File: src/hdl/qa_wd_pkg.sv
package qa_wd_pkg;

    // Clock and time base
    localparam int CLK_PERIOD_NS = 100;
    localparam int MS_NS = 1000000;
    localparam int CYCLES_PER_MS = (MS_NS + CLK_PERIOD_NS - 1) / CLK_PERIOD_NS;

    // Register byte addresses
    localparam logic [7:0] ADDR_CTRL = 8'h00;
    localparam logic [7:0] ADDR_WINDOW = 8'h04;
    localparam logic [7:0] ADDR_QA_CFG = 8'h08;
    localparam logic [7:0] ADDR_QUESTION = 8'h0c;
    localparam logic [7:0] ADDR_ANSWER = 8'h10;
    localparam logic [7:0] ADDR_LIMIT = 8'h14;
    localparam logic [7:0] ADDR_STATUS = 8'h18;

    // Field positions
    localparam int CTRL_EN_BIT = 0;
    localparam int QA_OPT_LSB = 0;
    localparam int QA_POLY_LSB = 2;
    localparam int QA_SEED_LSB = 4;
    localparam int QUESTION_LSB = 0;
    localparam int QUESTION_ERR_BIT = 6;
    localparam int STATUS_FAIL_LSB = 0;
    localparam int STATUS_ANSW_LSB = 4;
    localparam int STATUS_PHASE_LSB = 8;

    // Reset values
    localparam logic CTRL_EN_RST = 1'h0;
    localparam logic [15:0] WINDOW_MS_RST = 16'h0400;
    localparam logic [1:0] QA_OPT_RST = 2'h0;
    localparam logic [1:0] QA_POLY_RST = 2'h0;
    localparam logic [3:0] QA_SEED_RST = 4'ha;
    localparam logic [3:0] LIMIT_RST = 4'hf;

    typedef enum logic [2:0] {
        ST_IDLE = 3'b001,
        ST_RW1 = 3'b010,
        ST_RW2 = 3'b100
    } phase_t;

    // Question update, a small LFSR step chosen by the polynomial select
    function automatic logic [3:0] next_question(input logic [3:0] q, input logic [1:0] sel);
        logic fb;
        fb = 1'b0;
        case (sel)
            2'h0: fb = q[3] ^ q[2];
            2'h1: fb = q[3] ^ q[0];
            2'h2: fb = q[3] ^ q[1];
            default: fb = ~(q[3] ^ q[2]);
        endcase
        return {q[2:0], fb};
    endfunction

    // Expected answer byte for a question and an answer position
    function automatic logic [7:0] expected_answer(input logic [3:0] q, input logic [1:0] pos,
                                                   input logic [1:0] opt);
        logic [3:0] lo;
        lo = q ^ {pos, opt};
        return {~lo ^ {2'h0, pos}, lo};
    endfunction

endpackage

File: src/hdl/ms_tick_divider.sv
`timescale 1ns/10ps
`default_nettype none

module ms_tick_divider #(
    parameter int CYCLES = 10000
) (
    input wire logic clock_in,
    input wire logic rst_n_in,
    input wire logic clear_in,
    input wire logic run_in,
    output logic tick_out
);

    logic [15:0] count;
    logic [15:0] next_count;
    logic next_tick;

    always_comb begin
        next_count = count;
        next_tick = 1'b0;
        if (clear_in || !run_in) begin
            next_count = 16'h0000;
        end else if (count == 16'(CYCLES - 1)) begin
            next_count = 16'h0000;
            next_tick = 1'b1;
        end else begin
            next_count = 16'(count + 16'h0001);
        end
    end

    always_ff @(posedge clock_in) begin
        if (!rst_n_in) begin
            count <= 16'h0000;
            tick_out <= 1'b0;
        end else begin
            count <= next_count;
            tick_out <= next_tick;
        end
    end

endmodule

`default_nettype wire

File: src/hdl/qa_fail_counter.sv
`timescale 1ns/10ps
`default_nettype none

module qa_fail_counter (
    input wire logic clock_in,
    input wire logic rst_n_in,
    input wire logic inc_in,
    input wire logic dec_in,
    input wire logic [3:0] limit_in,
    output logic [3:0] count_out,
    output logic action_out
);

    logic [3:0] next_count;
    logic next_action;

    // Saturating counter; action fires on the failure that reaches the limit
    always_comb begin
        next_count = count_out;
        next_action = 1'b0;
        if (inc_in) begin
            if (count_out != 4'hf) begin
                next_count = 4'(count_out + 4'h1);
            end
            next_action = (limit_in != 4'h0) && (4'(count_out + 4'h1) == limit_in);
        end else if (dec_in && count_out != 4'h0) begin
            next_count = 4'(count_out - 4'h1);
        end
    end

    always_ff @(posedge clock_in) begin
        if (!rst_n_in) begin
            count_out <= 4'h0;
            action_out <= 1'b0;
        end else begin
            count_out <= next_count;
            action_out <= next_action;
        end
    end

endmodule

`default_nettype wire

File: src/hdl/qa_watchdog_evaluator.sv
`timescale 1ns/10ps
`default_nettype none

module qa_watchdog_evaluator
    import qa_wd_pkg::*;
#(
    parameter int CYCLES_PER_MS_P = CYCLES_PER_MS
) (
    input wire logic clock_in,
    input wire logic rst_n_in,
    input wire logic psel_in,
    input wire logic penable_in,
    input wire logic pwrite_in,
    input wire logic [7:0] paddr_in,
    input wire logic [31:0] pwdata_in,
    output logic [31:0] prdata_out,
    output logic pready_out,
    output logic pslverr_out,
    output logic wd_action_out,
    output logic qa_error_flag_out
);

    // APB slave state
    logic [31:0] next_prdata;
    logic next_pready;
    logic next_pslverr;
    logic acc;
    logic wr_acc;
    logic mapped;
    logic [31:0] rd_word;

    // Configuration
    logic enable;
    logic [15:0] window_ms;
    logic [1:0] ans_opt;
    logic [1:0] poly_sel;
    logic [3:0] seed;
    logic [3:0] limit;
    logic next_enable;
    logic [15:0] next_window_ms;
    logic [1:0] next_ans_opt;
    logic [1:0] next_poly_sel;
    logic [3:0] next_seed;
    logic [3:0] next_limit;

    // Sequencer
    phase_t phase;
    phase_t next_phase;
    logic [2:0] w1_cnt;
    logic [2:0] w1_ok;
    logic [2:0] w2_cnt;
    logic [2:0] next_w1_cnt;
    logic [2:0] next_w1_ok;
    logic [2:0] next_w2_cnt;
    logic [3:0] question;
    logic [3:0] next_question_q;
    logic qa_error_flag;
    logic next_qa_error_flag;
    logic [15:0] ms_cnt;
    logic [15:0] next_ms_cnt;

    logic ans_wr;
    logic [2:0] total;
    logic [1:0] pos;
    logic correct;
    logic pass_evt;
    logic fail_evt;
    logic restart;
    logic ms_tick;
    logic [3:0] fail_count;

    assign acc = psel_in && penable_in && pready_out;
    assign wr_acc = acc && pwrite_in;
    assign total = 3'(w1_cnt + w2_cnt);
    assign pos = 2'(3'h3 - total);
    assign ans_wr = wr_acc && (paddr_in == ADDR_ANSWER) && (phase != ST_IDLE);
    assign correct = (pwdata_in[7:0] == expected_answer(question, pos, ans_opt));

    always_comb begin
        mapped = 1'b1;
        rd_word = 32'h0000_0000;
        case (paddr_in)
            ADDR_CTRL: rd_word[CTRL_EN_BIT] = enable;
            ADDR_WINDOW: rd_word[15:0] = window_ms;
            ADDR_QA_CFG: begin
                rd_word[QA_OPT_LSB +: 2] = ans_opt;
                rd_word[QA_POLY_LSB +: 2] = poly_sel;
                rd_word[QA_SEED_LSB +: 4] = seed;
            end
            ADDR_QUESTION: begin
                rd_word[QUESTION_LSB +: 4] = question;
                rd_word[QUESTION_ERR_BIT] = qa_error_flag;
            end
            ADDR_ANSWER: rd_word = 32'h0000_0000;
            ADDR_LIMIT: rd_word[3:0] = limit;
            ADDR_STATUS: begin
                rd_word[STATUS_FAIL_LSB +: 4] = fail_count;
                rd_word[STATUS_ANSW_LSB +: 2] = total[1:0];
                rd_word[STATUS_PHASE_LSB +: 3] = phase;
            end
            default: mapped = 1'b0;
        endcase
    end

    // One wait state: pready rises in the second access cycle
    always_comb begin
        next_pready = psel_in && penable_in && !pready_out;
        next_prdata = prdata_out;
        next_pslverr = 1'b0;
        if (next_pready) begin
            next_prdata = pwrite_in ? 32'h0000_0000 : rd_word;
            next_pslverr = !mapped;
        end
    end

    always_ff @(posedge clock_in) begin
        if (!rst_n_in) begin
            pready_out <= 1'b0;
            prdata_out <= 32'h0000_0000;
            pslverr_out <= 1'b0;
        end else begin
            pready_out <= next_pready;
            prdata_out <= next_prdata;
            pslverr_out <= next_pslverr;
        end
    end

    always_comb begin
        next_enable = enable;
        next_window_ms = window_ms;
        next_ans_opt = ans_opt;
        next_poly_sel = poly_sel;
        next_seed = seed;
        next_limit = limit;
        if (wr_acc) begin
            case (paddr_in)
                ADDR_CTRL: next_enable = pwdata_in[CTRL_EN_BIT];
                ADDR_WINDOW: next_window_ms = pwdata_in[15:0];
                ADDR_QA_CFG: begin
                    next_ans_opt = pwdata_in[QA_OPT_LSB +: 2];
                    next_poly_sel = pwdata_in[QA_POLY_LSB +: 2];
                    next_seed = pwdata_in[QA_SEED_LSB +: 4];
                end
                ADDR_LIMIT: next_limit = pwdata_in[3:0];
                default: next_enable = enable;
            endcase
        end
    end

    always_ff @(posedge clock_in) begin
        if (!rst_n_in) begin
            enable <= CTRL_EN_RST;
            window_ms <= WINDOW_MS_RST;
            ans_opt <= QA_OPT_RST;
            poly_sel <= QA_POLY_RST;
            seed <= QA_SEED_RST;
            limit <= LIMIT_RST;
        end else begin
            enable <= next_enable;
            window_ms <= next_window_ms;
            ans_opt <= next_ans_opt;
            poly_sel <= next_poly_sel;
            seed <= next_seed;
            limit <= next_limit;
        end
    end

    // Cycle outcome evaluation
    always_comb begin
        next_phase = phase;
        next_w1_cnt = w1_cnt;
        next_w1_ok = w1_ok;
        next_w2_cnt = w2_cnt;
        next_question_q = question;
        next_qa_error_flag = qa_error_flag;
        next_ms_cnt = ms_tick ? 16'(ms_cnt + 16'h0001) : ms_cnt;
        pass_evt = 1'b0;
        fail_evt = 1'b0;
        restart = 1'b0;
        case (phase)
            ST_IDLE: begin
                next_ms_cnt = 16'h0000;
                if (enable) begin
                    next_question_q = seed;
                    next_phase = ST_RW1;
                    restart = 1'b1;
                end
            end
            ST_RW1: begin
                if (ans_wr) begin
                    if (w1_cnt == 3'h3) begin
                        fail_evt = 1'b1;
                    end else begin
                        next_w1_cnt = 3'(w1_cnt + 3'h1);
                        next_w1_ok = correct ? 3'(w1_ok + 3'h1) : w1_ok;
                    end
                end else if (ms_cnt >= (window_ms >> 1)) begin
                    next_phase = ST_RW2;
                end
            end
            ST_RW2: begin
                if (ans_wr) begin
                    if (total == 3'h3) begin
                        if (w1_cnt == 3'h3 && w1_ok == 3'h3 && correct) begin
                            pass_evt = 1'b1;
                        end else begin
                            fail_evt = 1'b1;
                        end
                    end else begin
                        next_w2_cnt = 3'(w2_cnt + 3'h1);
                    end
                end else if (ms_cnt >= window_ms) begin
                    fail_evt = 1'b1;
                end
            end
            default: next_phase = ST_IDLE;
        endcase
        if (pass_evt) begin
            next_question_q = next_question(question, poly_sel);
            next_qa_error_flag = 1'b0;
            restart = 1'b1;
        end
        if (fail_evt) begin
            next_qa_error_flag = 1'b1;
            restart = 1'b1;
        end
        if (restart) begin
            next_phase = ST_RW1;
            next_w1_cnt = 3'h0;
            next_w1_ok = 3'h0;
            next_w2_cnt = 3'h0;
            next_ms_cnt = 16'h0000;
        end
        if (!enable) begin
            next_phase = ST_IDLE;
            next_w1_cnt = 3'h0;
            next_w1_ok = 3'h0;
            next_w2_cnt = 3'h0;
        end
    end

    always_ff @(posedge clock_in) begin
        if (!rst_n_in) begin
            phase <= ST_IDLE;
            w1_cnt <= 3'h0;
            w1_ok <= 3'h0;
            w2_cnt <= 3'h0;
            question <= QA_SEED_RST;
            qa_error_flag <= 1'b0;
            qa_error_flag_out <= 1'b0;
            ms_cnt <= 16'h0000;
        end else begin
            phase <= next_phase;
            w1_cnt <= next_w1_cnt;
            w1_ok <= next_w1_ok;
            w2_cnt <= next_w2_cnt;
            question <= next_question_q;
            qa_error_flag <= next_qa_error_flag;
            qa_error_flag_out <= next_qa_error_flag;
            ms_cnt <= next_ms_cnt;
        end
    end

    ms_tick_divider #(
        .CYCLES(CYCLES_PER_MS_P)
    ) u_tick (
        .clock_in(clock_in),
        .rst_n_in(rst_n_in),
        .clear_in(restart),
        .run_in(phase != ST_IDLE),
        .tick_out(ms_tick)
    );

    qa_fail_counter u_fail (
        .clock_in(clock_in),
        .rst_n_in(rst_n_in),
        .inc_in(fail_evt),
        .dec_in(pass_evt),
        .limit_in(limit),
        .count_out(fail_count),
        .action_out(wd_action_out)
    );
endmodule

`default_nettype wire

File: config.mk
export PLATFORM = sky130hd
export DESIGN_NAME = qa_watchdog_evaluator
export DESIGN_NICKNAME = d
export VERILOG_FILES = /design/src/hdl/qa_wd_pkg.sv /design/src/hdl/ms_tick_divider.sv /design/src/hdl/qa_fail_counter.sv /design/src/hdl/qa_watchdog_evaluator.sv
export SDC_FILE = /design/constraint.sdc
export NUM_CORES = 1
export LEC_CHECK = 0
export ABC_AREA = 1
export ABC_CLOCK_PERIOD_IN_PS = 3150
export BUFFER_PORTS_ARGS = -buffer_cell sky130_fd_sc_hd__buf_2
export CAP_MARGIN = 20
export CORE_UTILIZATION = 25
export CTS_BUF_LIST = sky130_fd_sc_hd__clkbuf_4 sky130_fd_sc_hd__clkbuf_8 sky130_fd_sc_hd__clkbuf_16
export DETAILED_ROUTE_END_ITERATION = 8
export GPL_ROUTABILITY_DRIVEN = 1
export PLACE_DENSITY_LB_ADDON = 0.3
export SETUP_SLACK_MARGIN = 0.4
export SLEW_MARGIN = 20
export SYNTH_ARGS = -nofsm -noshare
export SYNTH_HDL_FRONTEND = slang
export SYNTH_SLANG_ARGS = --single-unit
File: constraint.sdc
create_clock -name clock_in -period 3.15 [get_ports clock_in]
set_clock_uncertainty 0.1 [all_clocks]
set_input_delay 0.63 -clock clock_in [delete_from_list [all_inputs] [get_ports clock_in]]
set_output_delay 0.63 -clock clock_in [all_outputs]
set_load 0.005 [all_outputs]
Yosys cells after proc, flatten, opt, wreduce, memory -nomap -nowiden
Cells that the tools add are included.

Add/subtract/negate cells: 9. $lt $le $gt $ge: 2. Reduce and logical (&&, ||, !) cells: 41. Bitwise operators: 12. Muxes and demuxes: 38. Eq/ne operators: 25.

Operator list (count): $add A16 B1 Y16 const B (2); $eq A8 B5 Y1 const B (3); $mux W4 (6); $mux W1 (18); $reduce_and A2 Y1 (9); $eq A16 B14 Y1 const B (1); $eq A8 B4 Y1 const B (2); $ge A16 B15 Y1 (1); $ge A16 B16 Y1 (1); $mux W16 (1); $pmux W3 S5 (1); $eq A3 B2 Y1 const B (4); $reduce_and A3 Y1 (4); $logic_and A1 B1 Y1 (10); $add A3 B1 Y3 const B (3); $pmux W3 S3 (1); $reduce_or A3 Y1 (3); $eq A8 B3 Y1 const B (1); $eq A8 B8 Y1 (1); $logic_not A8 Y1 (1); $reduce_bool A2 Y1 (4); $reduce_bool A4 Y1 (2); $reduce_or A7 Y1 (1); $mux W3 (2); 31 further kinds (45).

Output and inout port bits: 36. Input bits: 45. Word-level logic and storage cells: 148. Flip-flop bits (word level): 118.

Depth between registers and ports, before layout
Gate-level depths: netlist (run 1).

Depth in word-level cells: 15. Gate-level depth with buffers: 19. Depth with buffers taken out: 19.

Modules after synthesis
From an unflattened synthesis (run 1), not the netlist that was laid out.

Cells, all modules: 866. Area, all modules: 6301.0 um2.

By module, submodules not included: qa_watchdog_evaluator (seq. area each 1601.5 um2, times used 1, cells each 661, area an instance 4982.3 um2); ms_tick_divider (seq. area each 340.3 um2, times used 1, cells each 128, area an instance 870.8 um2); qa_fail_counter (seq. area each 100.1 um2, times used 1, cells each 77, area an instance 447.9 um2).

Worst setup path after synthesis (run 1)
OpenSTA, ideal clock, no wires.

Path type: reg-to-reg. From: register w1_cnt[0]. To: register u_tick.count[2]. Setup slack: 524 ps. Required time: 2929 ps. Stages on the path, launching flop included: 17. Period minus slack after synthesis: 2626 ps. Setup time: 121 ps. Buffers on the path: 1. Arrival: 2405 ps. Path through: dfxtp_1 ha_1 inv_1 fa_1 inv_2 nand2_2 nand3_1 nand2_1 nand3_2 nor2_4 and2_1 nand3_2 nand2_2 nor2_8 nand3_4 buf_8 nor2_4.

Cells in the longest elaborated chain, start to end: 15. Elaborated cells between the ends (all ways): 24. Classes of those cells: add/sub: 2; eq/ne: 3; mux: 12; bitwise: 3; reduce/logical: 4.

Ends and longest elaborated chain: start, declared (line qa_watchdog_evaluator.sv:49) `logic [2:0] w1_cnt;`; start signal, assigned (line qa_watchdog_evaluator.sv:254) `w1_cnt <= next_w1_cnt;`; $add A3 B3 Y3 (line qa_watchdog_evaluator.sv:74) `assign total = 3'(w1_cnt + w2_cnt);`; $sub A2 B2 Y2 (line qa_watchdog_evaluator.sv:75) `assign pos = 2'(3'h3 - total);`; $xor A4 B4 Y4 (line qa_wd_pkg.sv:59) `lo = q ^ {pos, opt};`; $not A4 Y4 (line qa_wd_pkg.sv:60) `return {~lo ^ {2'h0, pos}, lo};`; $xor A4 B2 Y4 (line qa_wd_pkg.sv:60); $eq A8 B8 Y1 (line qa_watchdog_evaluator.sv:77) `assign correct = (pwdata_in[7:0] == expected_answer(question, pos, ans_opt));`; $logic_and A1 B1 Y1 (line qa_watchdog_evaluator.sv:204) `if (w1_cnt == 3'h3 && w1_ok == 3'h3 && correct) begin`; $mux W1 (line qa_watchdog_evaluator.sv:204); $mux W1 (line qa_watchdog_evaluator.sv:203) `if (total == 3'h3) begin`; $mux W1 (line qa_watchdog_evaluator.sv:202) `if (ans_wr) begin`; $mux W1 (line qa_watchdog_evaluator.sv:180) `case (phase)`; $mux W1 (line qa_watchdog_evaluator.sv:218) `if (pass_evt) begin`; $mux W1 * (line qa_watchdog_evaluator.sv:223) `if (fail_evt) begin`; $logic_or A1 B1 Y1 * (line ms_tick_divider.sv:21) `if (clear_in || !run_in) begin`; $reduce_or A3 Y1 (no source line) *; end signal, assigned (line ms_tick_divider.sv:36) `count <= next_count;`; end, declared (line ms_tick_divider.sv:14) `logic [15:0] count;`.

Every way passes the cells marked *; elsewhere a longest branch is shown, timed or not. A chain may end at the register's enable or synchronous reset.

Worst setup path after layout (run 1)
From: register w1_cnt[0]. To: register u_tick.count[5].

Same word-level chain as after synthesis.

==> results of run 1 <==
-- sequential cells by signal, summed over array words and instances, names as in the netlist --
register	flops
poly_sel	2
pslverr_out	1
u_fail.count_out	4
window_ms	16
prdata_out	16
u_fail.action_out	1
w1_ok	3
phase	3
w2_cnt	3
ans_opt	2
question	4
u_tick.tick_out	1
ms_cnt	16
enable	1
limit	4
w1_cnt	3
pready_out	1
seed	4
qa_error_flag	1
u_tick.count	16
-- cell usage after synthesis, drive strengths merged --
master | instances | area share (%)
or2 | 6 | 0.61
clkbuf | 11 | 0.67
a22oi | 5 | 0.61
nor3b | 2 | 0.24
ha | 44 | 8.9
nor4 | 7 | 0.71
o22ai | 4 | 0.40
xor2 | 32 | 4.5
nor2 | 92 | 8.7
clkinv | 2 | 0.12
dfxtp | 102 | 33
o31ai | 1 | 0.12
xnor2 | 10 | 1.4
o221ai | 5 | 0.71
nand2 | 172 | 11
nor3 | 18 | 1.6
nand3 | 49 | 5.0
a31oi | 1 | 0.10
and2 | 1 | 0.10
nand3b | 2 | 0.24
buf | 18 | 2.5
mux2i | 1 | 0.16
a21o | 1 | 0.12
o211ai | 7 | 0.85
o2111ai | 2 | 0.28
conb | 1 | 0.061
o21ai | 42 | 3.4
nand4 | 9 | 0.91
inv | 121 | 7.3
a21oi | 60 | 4.9
a32oi | 4 | 0.57
fa | 1 | 0.32
-- worst max-delay path: stages, from the launching register on --
cell	delay (ns)
dfxtp_4	0.36
ha_4	0.13
inv_2	0.03
fa_2	0.59
inv_2	0.06
nand2_2	0.09
nand2_2	0.05
nand2_1	0.06
nand2_1	0.06
inv_2	0.05
nand2_2	0.05
nor2_4	0.13
nand3_4	0.08
nand2_4	0.09
nand3_4	0.09
nor2_8	0.17
buf_6	0.12
nand3_4	0.11
buf_16	0.19
nor2_4	0.09
-- cells by family after synthesis --
family / share of synthesized area (%)
AND/OR/NAND/NOR: 29.0
AO/OA/AOI/OAI: 12.0
buffers and inverters: 10.6
flip-flops: 33.0
adder cells (fa/ha/maj): 9.22
multiplexers: 0.162
XOR/XNOR: 5.94
other: 0.0606
-- path summary, 6_finish.rpt --
kind	startpoint	end	slack, ns	depth (start not counted)
worst max-delay path	w1_cnt[0]	u_tick.count[5]	0.39	19
worst min-delay path	w1_ok[2]	w1_ok[2]	0.36	2
worst max register to register	w1_cnt[0]	u_tick.count[5]	0.39	19
worst min register to register	w1_ok[2]	w1_ok[2]	0.36	2
-- what timing repair did --
action                     in CTS  in global routing
setup endpoints to repair      49                 49
gates cloned                    2                  1
setup buffers                  12                  2
gates resized for setup        16                 33
pin swaps                       4                  8
-- layout make-up --
| cell class | count | area share, % |
|---|---|---|
| multi-input cells | 594 | 49.8 |
| inverters | 123 | 6.22 |
| diodes | 2 | 0.0674 |
| clock buffers | 11 | 3.32 |
| flip-flops and latches | 102 | 27.6 |
| well taps | 324 | 5.46 |
| repair buffers | 73 | 7.08 |
| clock inverters | 2 | 0.472 |
-- power breakdown --
| part | switching (mW) | total, mW | internal [mW] |
|---|---|---|---|
| combinational | 0.0625 | 0.0894 | 0.0269 |
| clock | 0.480 | 1.11 | 0.633 |
| sequential | 0.000546 | 1.29 | 1.29 |
| total | 0.543 | 2.49 | 1.95 |
-- per-stage QoR --
step | worst slack, ns | util, % | total power, mW | instance area, sq um | instances
finish | 0.394 | 30.5 | 2.49 | 7420 | 1231
detailed placement | 0.0487 | 27.8 | 1.41 | 6770 | 1199
floorplan | 0.524 | - | 1.38 | 6250 | 848
global placement | 0.109 | 27.8 | 1.41 | 6770 | 1199
global route | 0.240 | 30.5 | 2.58 | 7420 | 1229
CTS | 0.398 | 29.9 | 2.53 | 7260 | 1226
-- routing by layer --
| layer | vias up | part of all wire (%) | GRT usage [%] |
|---|---|---|---|
| met5 | - | 0.082 | 0 |
| met4 | 2 | 1.7 | 4.63 |
| met3 | 18 | 4.4 | 2.40 |
| met2 | 93 | 44 | 20.3 |
| met1 | 2354 | 50 | 17.7 |
| li1 | 2824 | - | - |
==> metrics.yaml, run 1 <==
run_status:
  status: "complete, no violations"
synth:
  mappedNetlistArea_sq_um: 6190
  avgSynthCellArea_sq_um: 7.43
  synth_warnings: 0
  ys_seq_area_share_pct: 33.0
  synth_cell_types: 44
  synth-seq-cells: 102
  synthCells: 833
grt:
  grt_pass1_vias: 5005
  grt_usage_pct: 12.9
  grt_pass1_wl_mm: 26.1
  grt_max_degree: 42
  grt-ovfl-total: 0
  antenna_found_initial: 3
setup_path:
  cp_max_fo: 5
  crit_path_end_kind: "register"
  worstPathArrival_ns: 2.95
  worstSetupPathType: "register to register"
  start_kind: "register"
  cp.required_ns: 3.34
final_layout:
  final_common_cell: "nand2_1"
  fill_cells: 2584
  multiInputGateArea_sq_um: 3700
  final_cell_mix: "nand2_1 (162), inv_1 (114), dfxtp_1 (100)"
  drive_above_1_share_pct: 18.0
  regArea_sq_um: 2050
  syn2layout_area_growth_pct: 19.9
  finalNetCount: 993
clock_network:
  cts_buffer_depth: 2
  cts_tree: "done"
  cts.clk_slew.worst_paths_ns: 0.07
  clk_latency_ns: 0.35
  cts_root_buffer: "clkbuf_16"
  h-tree-depth: 3
  holdBufCountCts: 0
  numCtsBuffers: 9
  clock_sinks: 102
power_and_ir_drop:
  vdd_drop_max_v: 0.000218
  p_per_area_nw_per_um2: 336
  p_leak_nw: 3.11
floorplanning:
  core-area_sq_um: 24300
  die_h_um: 159
  ioPinCount: 81
  die-area_sq_um: 25400
  start_util_pct: 25.5
  die_x_um: 159
  rows: 57
drt:
  drtIter0Drc: 314
  dr.pass1.iters: 6
  antenna_left: 0
  wl_per_cell_um: 12.9
  wirelength_mm: 15.9
  drt-vias-per-instance: 4.30
  drc: 0
  num_vias: 5291
sta:
  fin_crit_sh_pct: 87.5
  slew_viol_final: 0
  slew_headroom_pct: 57.4
  max_freq_mhz: 363
  setup_tns_ns: 0
  worst_pin_slew_ns: 0.636
  rsz0062_at_grt: "yes"
  hold_viol: 0
  setup_viol_count_final: 0
  period_needed_ns: 2.76
  holdWs_ns: 0.358
worst_hold_path:
  worstHoldPathType: "register to register"
placement:
  gp_congestion: 0.820
  dpl.hpwl_mm: 12.1
  portBuffers: 48
run:
  maxCapViolations: 0
Note: power is estimated with default switching activity, not from simulation.
==> run 2, diff against run 1 <==
CORE_MARGIN = 8   (was unset)
==> metrics.yaml, run 2 (synthesis gave the netlist of run 1 again) <==
floorplanning:
  start_util_pct: 25.5  # unchanged
  rows: 57  # unchanged
  die_h_um: 173  # +8.8%
  core-area_sq_um: 24300  # unchanged
  die_x_um: 173  # +8.8%
  die-area_sq_um: 30100  # +18%
  ioPinCount: 81  # unchanged
drt:
  antenna_left: 0  # unchanged
  num_vias: 5355  # +1.2%
  met3_length_mm: 1.06  # +50%
  wl_met2_mm: 6.95  # -0.73%
  top_layer: "met5"
  dr.pass1.iters: 5  # -1
  drt-vias-per-instance: 4.36  # +1.5%
  wl_met1_mm: 7.87  # -0.79%
  drtIter0Drc: 318  # +1.3%
  wirelength_mm: 16.3  # +2.4%
  drc: 0  # unchanged
  wl_per_cell_um: 13.3  # +2.6%
final_layout:
  drive_above_1_share_pct: 17.3  # -0.75 points
  antenna_cells: 0  # -2
  postLayoutCoreUtil_pct: 30.4  # -0.16 points
  syn2layout_area_growth_pct: 19.3
  stdcell_area_sq_um: 7380  # -0.52%
  final_common_cell: "nand2_1"
  final_cell_mix: "nand2_1 (162), inv_1 (116), dfxtp_1 (100)"
  finalNetCount: 989  # -0.40%
placement:
  dpl.hpwl_mm: 12.7  # +4.9%
  portBuffers: 48  # unchanged
  post_dp_cell_area_sq_um: 6750  # -0.30%
  gp_congestion: 0.817  # -0.30%
  pre_cts_ws_ns: 0.0523  # +0.00354 ns
sta:
  fin_crit_sh_pct: 86.7  # -0.81 points
  max_freq_mhz: 366  # +0.93%
  slew_headroom_pct: 58.5  # +1.1 points
  rsz0062_at_grt: "yes"
  slew_viol_final: 0  # unchanged
  hold_viol: 0  # unchanged
  setup_viol_count_final: 0  # unchanged
  holdWs_ns: 0.363  # +0.00540 ns
  period_needed_ns: 2.73  # -0.0254 ns
  worst_pin_slew_ns: 0.619  # -0.0169 ns
  setup_tns_ns: 0  # unchanged
  fin_ws_ns: 0.419  # +0.0254 ns
setup_path:
  worstSetupPathType: "register to register"
  worstPathArrival_ns: 2.92  # -0.03 ns
  start_kind: "register"
  cp_max_fo: 8  # +3
  crit_path_end_kind: "register"
  cp.required_ns: 3.34  # about the same
grt:
  antenna_found_initial: 4  # +1
  grt_max_degree: 42  # unchanged
  grt_pass1_vias: 4977  # -0.56%
  grt-ovfl-total: 0  # unchanged
  grt_usage_pct: 10.9  # -2.1 points
  grt_pass1_wl_mm: 26.3  # +1.1%
run:
  maxCapViolations: 0  # unchanged
clock_network:
  h-tree-depth: 3  # unchanged
  cts_tree: "done"
  clock_sinks: 102  # unchanged
  cts.clk_slew.worst_paths_ns: 0.07  # about the same
  numCtsBuffers: 9  # unchanged
  cts_buffer_depth: 2  # unchanged
  holdBufCountCts: 0  # unchanged
  cts_root_buffer: "clkbuf_16"
  clk_latency_ns: 0.35  # about the same
power_and_ir_drop:
  vdd_drop_max_v: 0.000274  # +25%
  p_per_area_nw_per_um2: 355  # +5.9%
  p_leak_nw: 3.09  # -0.76%
worst_hold_path:
  worstHoldPathType: "register to register"
run_status:
  status: "complete, no violations"
run 2: layer usage:
| metal | up-vias | global-route usage (%) |
|---|---|---|
| met2 | 103 | 16.6 |
| met4 | 8 | 4.60 |
| met3 | 26 | 3.11 |
| met1 | 2405 | 14.1 |
| met5 | - | 0 |
| li1 | 2813 | - |
run 2: power breakdown:
part	switching (mW)	internal (mW)	total [mW]	leakage, nW
Sequential	0.000637	1.29	1.29	0.823
Combinational	0.0618	0.0268	0.0886	2.11
Clock	0.521	0.724	1.25	0.156
Total	0.584	2.04	2.62	3.09
run 2: final cells by class:
class                   instances  area, sq um
clock inverters                 6         92.6
clock buffers                  10          239
flip-flops and latches        102         2040
multi-input cells             594         3660
repair buffers                 69          484
well taps                     324          405
inverters                     123          462
fillers                      2639        16900
run 2: metrics by stage:
step | total power, mW | std cells
2_1_floorplan | 1.38 | 848
3_3_place_gp | 1.41 | 1198
3_5_place_dp | 1.41 | 1198
4_1_cts | 2.67 | 1227
5_1_grt | 2.73 | 1228
6_report | 2.62 | 1228
run 2: final timing paths:
| kind | startpoint | endpoint | slack (ns) | cells after the start |
|---|---|---|---|---|
| worst min register to register | prdata_out[4] | prdata_out[4] | 0.36 | 2 |
| worst max register to register | w1_cnt[0] | u_tick.count[14] | 0.42 | 16 |
| worst max-delay path | w1_cnt[0] | u_tick.count[14] | 0.42 | 16 |
| worst min-delay path | prdata_out[4] | prdata_out[4] | 0.36 | 2 |
run 2: worst max-delay path, cell delays in order (launching register included):
cell	delay, ns
dfxtp_2	0.36
ha_4	0.13
inv_2	0.03
fa_2	0.60
buf_4	0.14
xnor2_1	0.10
nand2_1	0.08
nand3_2	0.10
nor2_4	0.05
and2_4	0.16
nand3_4	0.09
nand2_4	0.08
nor2_8	0.18
buf_6	0.13
nand3_4	0.09
buf_12	0.18
nor2_1	0.07
run 2: what timing repair did:
action | in CTS | in global routing
buffers inserted | 11 | 0
gates cloned | 2 | 1
endpoints found under the setup margin | 49 | 48
pin swaps | 4 | 3
resized for setup | 12 | 23
